===== config.mk =====
export PLATFORM = sky130hd
export DESIGN_NAME = cem_top
export DESIGN_NICKNAME = d
export VERILOG_FILES = /design/src/logic/cem_pkg.sv /design/src/logic/cem_evt_if.sv /design/src/logic/cem_tracker.sv /design/src/logic/cem_top.sv
export SDC_FILE = /design/constraint.sdc
export NUM_CORES = 1
export LEC_CHECK = 0
export BUFFER_PORTS_ARGS = -buffer_cell sky130_fd_sc_hd__buf_2
export CELL_PAD_IN_SITES_DETAIL_PLACEMENT = 0
export CELL_PAD_IN_SITES_GLOBAL_PLACEMENT = 1
export CORE_ASPECT_RATIO = 1.5
export CORE_UTILIZATION = 39
export DETAILED_ROUTE_END_ITERATION = 10
export HOLD_SLACK_MARGIN = 0.12
export PLACE_DENSITY_LB_ADDON = 0.1
export REMOVE_ABC_BUFFERS = 1
export SLEW_MARGIN = 15
export SYNTH_ARGS = -nofsm -noshare
export SYNTH_HDL_FRONTEND = slang
export SYNTH_SLANG_ARGS = --single-unit

===== constraint.sdc =====
create_clock -name MCLK -period 2.45 [get_ports MCLK]
set_input_delay 0.3675 -clock MCLK [delete_from_list [all_inputs] [get_ports MCLK]]
set_output_delay 0.3675 -clock MCLK [all_outputs]
set_load 0.005 [all_outputs]

===== src/logic/cem_pkg.sv =====
// package: register map, field positions and state types of the error mask block
package cem_pkg;

    // ---------------------------------------------------------------
    // register byte offsets
    // ---------------------------------------------------------------
    localparam logic [11:0] OFS_STATUS = 12'h110;
    localparam logic [11:0] OFS_MASK = 12'h114;
    localparam logic [11:0] OFS_IECTL = 12'h130;
    localparam logic [11:0] OFS_IRQMSK = 12'h134;

    // ---------------------------------------------------------------
    // field positions
    // ---------------------------------------------------------------
    localparam int BIT_RECEIVER = 0;
    localparam int BIT_BAD_PACKET = 6;
    localparam int BIT_BAD_LINK_PACKET = 7;
    localparam int BIT_ROLLOVER = 8;
    localparam int BIT_REPLAY_TIMEOUT = 12;
    localparam int BIT_ADVISORY = 13;
    localparam int BIT_INTERNAL = 14;
    localparam int BIT_HDR_OVERFLOW = 15;
    localparam int BIT_IE_ENABLE = 0;

    // implemented error classes; every other bit is reserved
    localparam logic [15:0] IMPL_BITS = 16'hf1c1;
    // classes locked by the internal error reporting enable
    localparam logic [15:0] INTERNAL_BITS = 16'hc000;

    // ---------------------------------------------------------------
    // reset values
    // ---------------------------------------------------------------
    localparam logic [15:0] MASK_RST = 16'he000;
    localparam logic [15:0] STATUS_RST = 16'h0000;
    localparam logic IE_ENABLE_RST = 1'b1;
    localparam logic [15:0] IRQMSK_RST = 16'hffff;

    // ---------------------------------------------------------------
    // state records
    // ---------------------------------------------------------------
    typedef struct packed {
        logic ack;
        logic [31:0] dat;
        logic [15:0] mask;
        logic ien;
        logic [15:0] irq_mask;
        logic irq;
    } cem_core_t;

    typedef struct packed {
        logic [15:0] status;
        logic [15:0] report;
    } cem_trk_t;

endpackage : cem_pkg


===== src/logic/cem_evt_if.sv =====
// interface: error events, report blocking and status between core and tracker
`timescale 1ns/1ps
`default_nettype none
interface cem_evt_if;
    logic [15:0] event_in; // one-cycle error event pulses
    logic [15:0] block; // classes whose report is suppressed
    logic [15:0] clear; // one-cycle write-one-to-clear strobes
    logic [15:0] status; // sticky status bits
    logic [15:0] report; // one-cycle report pulses

    modport core (output event_in, output block, output clear, input status, input report);
    modport tracker (input event_in, input block, input clear, output status, output report);
endinterface : cem_evt_if
`default_nettype wire


===== src/logic/cem_tracker.sv =====
// tracker: sticky correctable error status and report pulse generation
`timescale 1ns/1ps
`default_nettype none
module cem_tracker (
    input wire logic clk, // block clock
    input wire logic rst_n, // power-on reset, active low
    cem_evt_if.tracker ev // events in, status and reports out
);

    cem_pkg::cem_trk_t st;
    cem_pkg::cem_trk_t next_st;

    // ---------------------------------------------------------------
    // next state
    // ---------------------------------------------------------------
    // set beats clear so an event in the clearing cycle survives
    always_comb begin
        next_st = st;
        next_st.status = (st.status & ~ev.clear) | (ev.event_in & cem_pkg::IMPL_BITS);
        next_st.report = ev.event_in & ~ev.block & cem_pkg::IMPL_BITS;
    end

    // state register; no link reset here since status is sticky
    always_ff @(posedge clk or negedge rst_n) begin
        if (!rst_n) begin
            st <= '{status: cem_pkg::STATUS_RST, report: 16'h0000};
        end else begin
            st <= next_st;
        end
    end

    assign ev.status = st.status;
    assign ev.report = st.report;
endmodule : cem_tracker
`default_nettype wire


===== src/logic/cem_top.sv =====
// top: correctable error mask register bank with wishbone slave and interrupt
//
// The Wishbone slave port was left to the implementer.
`timescale 1ns/1ps
`default_nettype none

// Function
// - a set mask bit stops the matching correctable error from being reported.
// - mask changes never touch status, and status is recorded even when masked.
// - bit 8 masks replay number rollover, is writable and resets to zero.
// - bit 12 masks replay timer timeout, is writable and resets to zero.
// - bit 13 masks advisory non-fatal errors, is writable and resets to one.
// - bit 14 masks correctable internal errors and resets to one.
// - bit 15 masks header log overflow and resets to one.
// - with internal reporting disabled, bits 14 and 15 ignore writes and read zero.
// - receiver error status sets on a receiver error and clears by writing one.
module cem_top (
    input wire logic MCLK, // block clock, 10 MHz
    input wire logic NRST, // power-on reset, active low, asynchronous
    input wire logic LINK_RST, // non-fundamental reset pulse, same clock
    input wire logic [15:0] EVT, // error event pulses, same clock
    output logic [15:0] ERR_REPORT, // report pulses to the root complex
    output logic IRQ, // level interrupt
    input wire logic CYC_I, // wishbone cycle
    input wire logic STB_I, // wishbone strobe
    input wire logic WE_I, // wishbone write enable
    input wire logic [11:0] ADR_I, // wishbone byte address
    input wire logic [3:0] SEL_I, // wishbone byte selects
    input wire logic [31:0] DAT_I, // wishbone write data
    output logic [31:0] DAT_O, // wishbone read data
    output logic ACK_O // wishbone acknowledge
);

    // ---------------------------------------------------------------
    // helpers
    // ---------------------------------------------------------------
    // address match, used by decode, write and checks
    function automatic logic hit(input logic [11:0] adr, input logic [11:0] ofs);
        hit = (adr[11:2] == ofs[11:2]);
    endfunction : hit

    // byte lane mask over the low half word
    function automatic logic [15:0] lanes(input logic [3:0] sel);
        lanes = {{8{sel[1]}}, {8{sel[0]}}};
    endfunction : lanes

    // ---------------------------------------------------------------
    // state and links
    // ---------------------------------------------------------------
    cem_pkg::cem_core_t st;
    cem_pkg::cem_core_t next_st;
    cem_evt_if ev ();

    logic req;
    logic commit;
    logic [15:0] wr_lanes;
    logic [15:0] lock;
    logic [15:0] mask_view;
    logic [15:0] mask_writable;
    logic [31:0] rd_value;

    // ---------------------------------------------------------------
    // bus decode
    // ---------------------------------------------------------------
    // new request is answered one edge later; write lands on the ack edge
    assign req = CYC_I && STB_I && !st.ack;
    assign commit = CYC_I && STB_I && st.ack && WE_I;
    assign wr_lanes = lanes(SEL_I);

    // internal classes are locked to zero while reporting is disabled
    assign lock = st.ien ? 16'h0000 : cem_pkg::INTERNAL_BITS;
    assign mask_view = st.mask & ~lock;
    assign mask_writable = cem_pkg::IMPL_BITS & ~lock;

    // read multiplexer; unmapped addresses and reserved bits read zero, except the irq mask, which reads all 16 of its bits
    always_comb begin
        rd_value = 32'h0000_0000;
        if (hit(ADR_I, cem_pkg::OFS_STATUS)) begin
            rd_value = {16'h0000, ev.status};
        end else if (hit(ADR_I, cem_pkg::OFS_MASK)) begin
            rd_value = {16'h0000, mask_view};
        end else if (hit(ADR_I, cem_pkg::OFS_IECTL)) begin
            rd_value = {31'h0, st.ien};
        end else if (hit(ADR_I, cem_pkg::OFS_IRQMSK)) begin
            rd_value = {16'h0000, st.irq_mask};
        end
    end

    // ---------------------------------------------------------------
    // tracker hookup
    // ---------------------------------------------------------------
    // disabled internal classes are not reported even though mask reads zero
    assign ev.event_in = EVT;
    assign ev.block = mask_view | lock;
    assign ev.clear = (commit && hit(ADR_I, cem_pkg::OFS_STATUS)) ?
        (DAT_I[15:0] & wr_lanes & cem_pkg::IMPL_BITS) : 16'h0000;

    cem_tracker u_tracker (
        .clk (MCLK),
        .rst_n (NRST),
        .ev (ev)
    );

    // ---------------------------------------------------------------
    // next state
    // ---------------------------------------------------------------
    always_comb begin
        next_st = st;
        next_st.ack = req;
        if (req && !WE_I) begin
            next_st.dat = rd_value;
        end
        // only writable bits follow the bus; status is left alone
        if (commit && hit(ADR_I, cem_pkg::OFS_MASK)) begin
            next_st.mask = (st.mask & ~(wr_lanes & mask_writable))
                | (DAT_I[15:0] & wr_lanes & mask_writable);
        end
        if (commit && hit(ADR_I, cem_pkg::OFS_IECTL) && SEL_I[0]) begin
            next_st.ien = DAT_I[cem_pkg::BIT_IE_ENABLE];
        end
        if (commit && hit(ADR_I, cem_pkg::OFS_IRQMSK)) begin
            next_st.irq_mask = (st.irq_mask & ~wr_lanes) | (DAT_I[15:0] & wr_lanes);
        end
        // irq trails the status bits by one edge to stay a clean flop
        next_st.irq = |(ev.status & ~st.irq_mask);
        // link reset spares the sticky mask but restores the enable, irq mask and ack
        if (LINK_RST) begin
            next_st.ien = cem_pkg::IE_ENABLE_RST;
            next_st.irq_mask = cem_pkg::IRQMSK_RST;
            next_st.ack = 1'b0;
        end
    end

    // state register
    always_ff @(posedge MCLK or negedge NRST) begin
        if (!NRST) begin
            st <= '{
                ack: 1'b0,
                dat: 32'h0000_0000,
                mask: cem_pkg::MASK_RST,
                ien: cem_pkg::IE_ENABLE_RST,
                irq_mask: cem_pkg::IRQMSK_RST,
                irq: 1'b0
            };
        end else begin
            st <= next_st;
        end
    end

    // ---------------------------------------------------------------
    // outputs
    // ---------------------------------------------------------------
    assign ACK_O = st.ack;
    assign DAT_O = st.dat;
    assign IRQ = st.irq;
    assign ERR_REPORT = ev.report;

    // first cycle after release of the power-on reset
    logic boot;
    always_ff @(posedge MCLK or negedge NRST) begin
        if (!NRST) begin
            boot <= 1'b1;
        end else begin
            boot <= 1'b0;
        end
    end
endmodule : cem_top
`default_nettype wire


Yosys cells after proc, flatten, opt, wreduce, memory -nomap -nowiden
Index checks and enable logic that the tools add are counted.
- reduce and logical (&&, ||, !) cells: 15
- bitwise operators: 19
- multiplexer cells: 10
- equality and inequality tests: 4
- operator list (cell ; number):
    16-bit bitwise AND ; 9
    16-bit 2-to-1 mux ; 7
    16-bit NOT ; 6
    16-bit OR ; 4
    10-bit by 7-bit equality test with 1-bit output, second input constant ; 4
    17-bit 2-to-1 mux ; 1
    16-bit OR reduction ; 1
    1-bit logical AND ; 10
    2-bit nonzero test ; 2
    1-bit zero test ; 2
    1-bit 2-to-1 mux ; 2
- flip-flop bits (word level): 91

Depth between registers and ports, before layout
- word-level depth: 8
- depth in mapped cells: 6
- mapped depth without buffers: 4

Modules after synthesis
A second synthesis with hierarchy kept.
- cell total of the unflattened synthesis: 342
- area, all modules: 3369.5 µm²
- by module, submodules not included (module ; times used ; cells each ; area each (µm²)):
    cem_top ; 1 ; 277 ; 2514.9
    cem_tracker ; 1 ; 65 ; 854.6

Least setup slack after synthesis
Ideal clock, no wire load.
- path kind: input -> register
- from: in ADR_I[11]
- to: reg st, in the netlist DAT_O[12]
- path slack: 657 ps
- cell stages on the path: 5
- buffers on the path: 1
- data arrival time: 1671 ps
- setup time: 122 ps
- path through: or3b_1 > buf_2 > or4_4 > o221ai_1 > o21ai_1
- word-level cells in the longest chain between the ends: 5
- elaborated cells between the ends (all ways): 8
- ends and longest elaborated chain (what ; line ; source):
    start, declared ; cem_top.sv:27 ; input wire logic [11:0] ADR_I,
    10-bit by 7-bit equality test with 1-bit output ; cem_top.sv:39 ; hit = (adr[11:2] == ofs[11:2]);
    16-bit 2-to-1 mux ; cem_top.sv:84 ; end else if (hit(ADR_I, cem_pkg::OFS_IRQMSK)) begin
    16-bit 2-to-1 mux ; cem_top.sv:82 ; end else if (hit(ADR_I, cem_pkg::OFS_IECTL)) begin
    16-bit 2-to-1 mux ; cem_top.sv:80 ; end else if (hit(ADR_I, cem_pkg::OFS_MASK)) begin
    16-bit 2-to-1 mux * ; cem_top.sv:78 ; if (hit(ADR_I, cem_pkg::OFS_STATUS)) begin
    end signal, assigned ; cem_top.sv:137 ; st <= '{
    end signal, assigned ; cem_top.sv:146 ; st <= next_st;
    end, declared ; cem_top.sv:50 ; cem_pkg::cem_core_t st;
Every way passes the cells marked *; elsewhere a longest branch is shown, timed or not.
A chain may end at the register's enable or synchronous reset.

==> reports/metrics.cfg <==
[run_status]
status=finished clean

[die]
io_pins=120
die_area_um2=7950
die-width_um=73.14
start_util_pct=40.69
die_h_um=108.7
core_um2=7274
num_rows=38

[route]
wl_met1_um=3035
viasPerCell=5.035
dr.pass1.iters=4
dr_wl_met3_um=266
wl_um=7139
drt_iter0_markers=166
ant_nets=0
wl_met2_um=3740
drcViolationCount=0
wl_per_cell_um=15.72
vias=2286
top_layer=met4

[setup_path]
critPathKind=primary input to flop
endpoint_kind=flop
cp-start-kind=primary input
crit_fanout=5
worstPathArrival_ns=1.99
cp.required_ns=2.67
rrSetupSlack_ns=0.75

[pwr]
vdd_drop_max_uv=289.0
power_switching_w=0.0004531
p_leak_nw=1.604
clockPowerShare_pct=40.1
internal-power_w=0.001430
p_comb_share_pct=7.5
power_per_cell_area_nw_per_um2=550.9
switching_share_pct=24.06
power_frac_seq_pct=52.4

[logic_synthesis]
synth-seq-cells=59
synth-xor-area-share_pct=0
synth_top_family_by_area=simple AND/OR/NAND/NOR gates
synthTopCellsByArea=dfrtp_1, dfstp_2, buf_4, nand3_1, nand3b_1
async_reset_ff_share_pct=100.0
synthMuxAreaShare_pct=3.043
synth_enable_flop_cells=0
yosysTopAreaCell=dfrtp_1
yosys-top-cells-count=buf_4, dfrtp_1, nand3_1
synth_cells=290
avgSynthCellArea_um2=10.21
synth_flop_cell=dfrtp_1
netlist_area_um2=2960
yosysMostFrequentCell=buf_4
synth_top_area_share_pct=32.97
synthAdderAreaFrac_pct=0
yosysUniqueCellTypes=37
synthSimpleGateAreaFrac_pct=20.37
ys_seq_area_share_pct=50.72
synth_compound_area_share_pct=12.76
ys_warn_count=0

[clocking]
cts_buffers=9
cts_root_buffer=clkbuf_8
clock_latency_ns=0.33
cts_htree_levels=3
cts_tree=done
clk_pin_slew_ns=0.06
clock_sinks=59
clockBufferDepth=2

[sta]
setup_violations=0
slew_headroom_pct=55.77
worstMarginPinSlew_ns=0.6635
finClkSkew_ns=0.004315
final_max_slew_viol_count=0
fmax_mhz=565.9
final.setup.tns_ns=0
final_hold_viol_count=0
rsz0062_at_grt=false
min_period_over_period_pct=72.12
period_minus_slack_ns=1.767

[final_layout]
stdcell_count=454
n_fill_cell=733
seq_area_um2=1501
syn_to_final_growth_pct=15.47
antenna_cells=0
multi_input_area_um2=1161
drive_above_1_share_pct=34.46
final_nets=419

[global_route]
overflow=0
track_usage_pct=19.46
first_global_vias=2202
grt_pass1_wl_um=11340
grt_max_degree=34
grt_antenna_before_repair=0

[place]
dp.cells=437
dp_hpwl_um=5138
place_congestion=0.8382
io_buffers=67

[worst_hold_path]
hold_path_class=primary input to flop

[job]
drv_cap=0

final cells by class:
class	count	share of cell area (%)
Sequential cell	59	43.92
Multi-Input combinational cell	192	33.97
Timing Repair Buffer	78	12.66
Clock buffer	13	4.356
Tap cell	100	3.660
Inverter	9	0.9883
Clock inverter	3	0.4392
stage by stage:
step | utilization, % | total power (W) | cell area, um2 | hold WS, ns | setup WS [ns]
2_1_floorplan | - | 0.001051 | 2696 | 0.07191 | 0.6729
3_3_place_gp | 44.60 | 0.001145 | 3244 | 0.4307 | 0.3327
3_5_place_dp | 44.60 | 0.001146 | 3244 | 0.4285 | 0.3085
4_1_cts | 46.99 | 0.001912 | 3418 | 0.2115 | 0.6637
5_1_grt | 46.99 | 0.001968 | 3418 | 0.2170 | 0.5895
6_report | 46.99 | 0.001883 | 3418 | 0.2204 | 0.6830
cells by family (layout without fill, tap and decap cells):
kind of cell / count (synthesis) / count (layout)
AO/OA/AOI/OAI: 56 / 56
buffers and inverters: 62 / 103
flip-flops: 59 / 59
multiplexers: 8 / 8
other: 1 / 24
AND/OR/NAND/NOR: 104 / 104
power groups by stage:
| stage | registers [W] | clock network, W | logic [W] |
|---|---|---|---|
| final | 0.000986 | 0.000755 | 0.000142 |
| after global placement | 0.00100 | 0 | 0.000142 |
| after CTS | 0.000986 | 0.000781 | 0.000144 |
| after floorplan | 0.00100 | 0 | 0.0000468 |
| after detailed placement | 0.00100 | 0 | 0.000143 |
| after global routing | 0.000986 | 0.000822 | 0.000160 |
worst max-delay path, stage by stage:
cell,delay [ns]
buf_2,0.10
nor3b_1,0.32
nand3_1,0.30
nor3_1,0.38
buf_4,0.20
mux2_2,0.32
per-layer routing:
| layer | up-vias | GRT usage, % |
|---|---|---|
| li1 | 1085 | - |
| met1 | 1135 | 23.64 |
| met2 | 58 | 33.33 |
| met3 | 8 | 3.974 |
| met4 | 0 | 7.563 |
| met5 | - | 0 |
path summary, 6_finish.rpt:
kind,from,endpoint,cells after the start
setup / recovery,ADR_I[11],flop,6
hold / removal,EVT[15],u_tracker.ev.status[15],2
setup reg to reg,ACK_O,flop,5
hold reg to reg,flop,u_tracker.ev.report[6],1
max in group asynchronous,NRST,st[7],3
min in group asynchronous,NRST,DAT_O[1],2
placed cells by master (no fill, tap or decap), types with 8 or more instances in the layout:
| cell | count |
|---|---|
| dfstp_2 | 20 |
| conb_1 | 24 |
| nand2_1 | 23 |
| buf_4 | 9 |
| nand3_1 | 26 |
| nand3b_1 | 16 |
| buf_2 | 67 |
| clkbuf_8 | 10 |
| o21ai_0 | 17 |
| a22o_1 | 10 |
| dfrtp_1 | 39 |
| inv_1 | 9 |
| mux2_2 | 8 |
| nor2b_1 | 8 |
| a21o_1 | 8 |
timing repair:
item | 4_1_cts | 5_1_grt
buffers inserted | 0 | 0
hold buffers | 1 | 0
gates resized for setup | 0 | 0
endpoints found under the hold margin | 13 | 0
(Power assumes the default switching activity.)
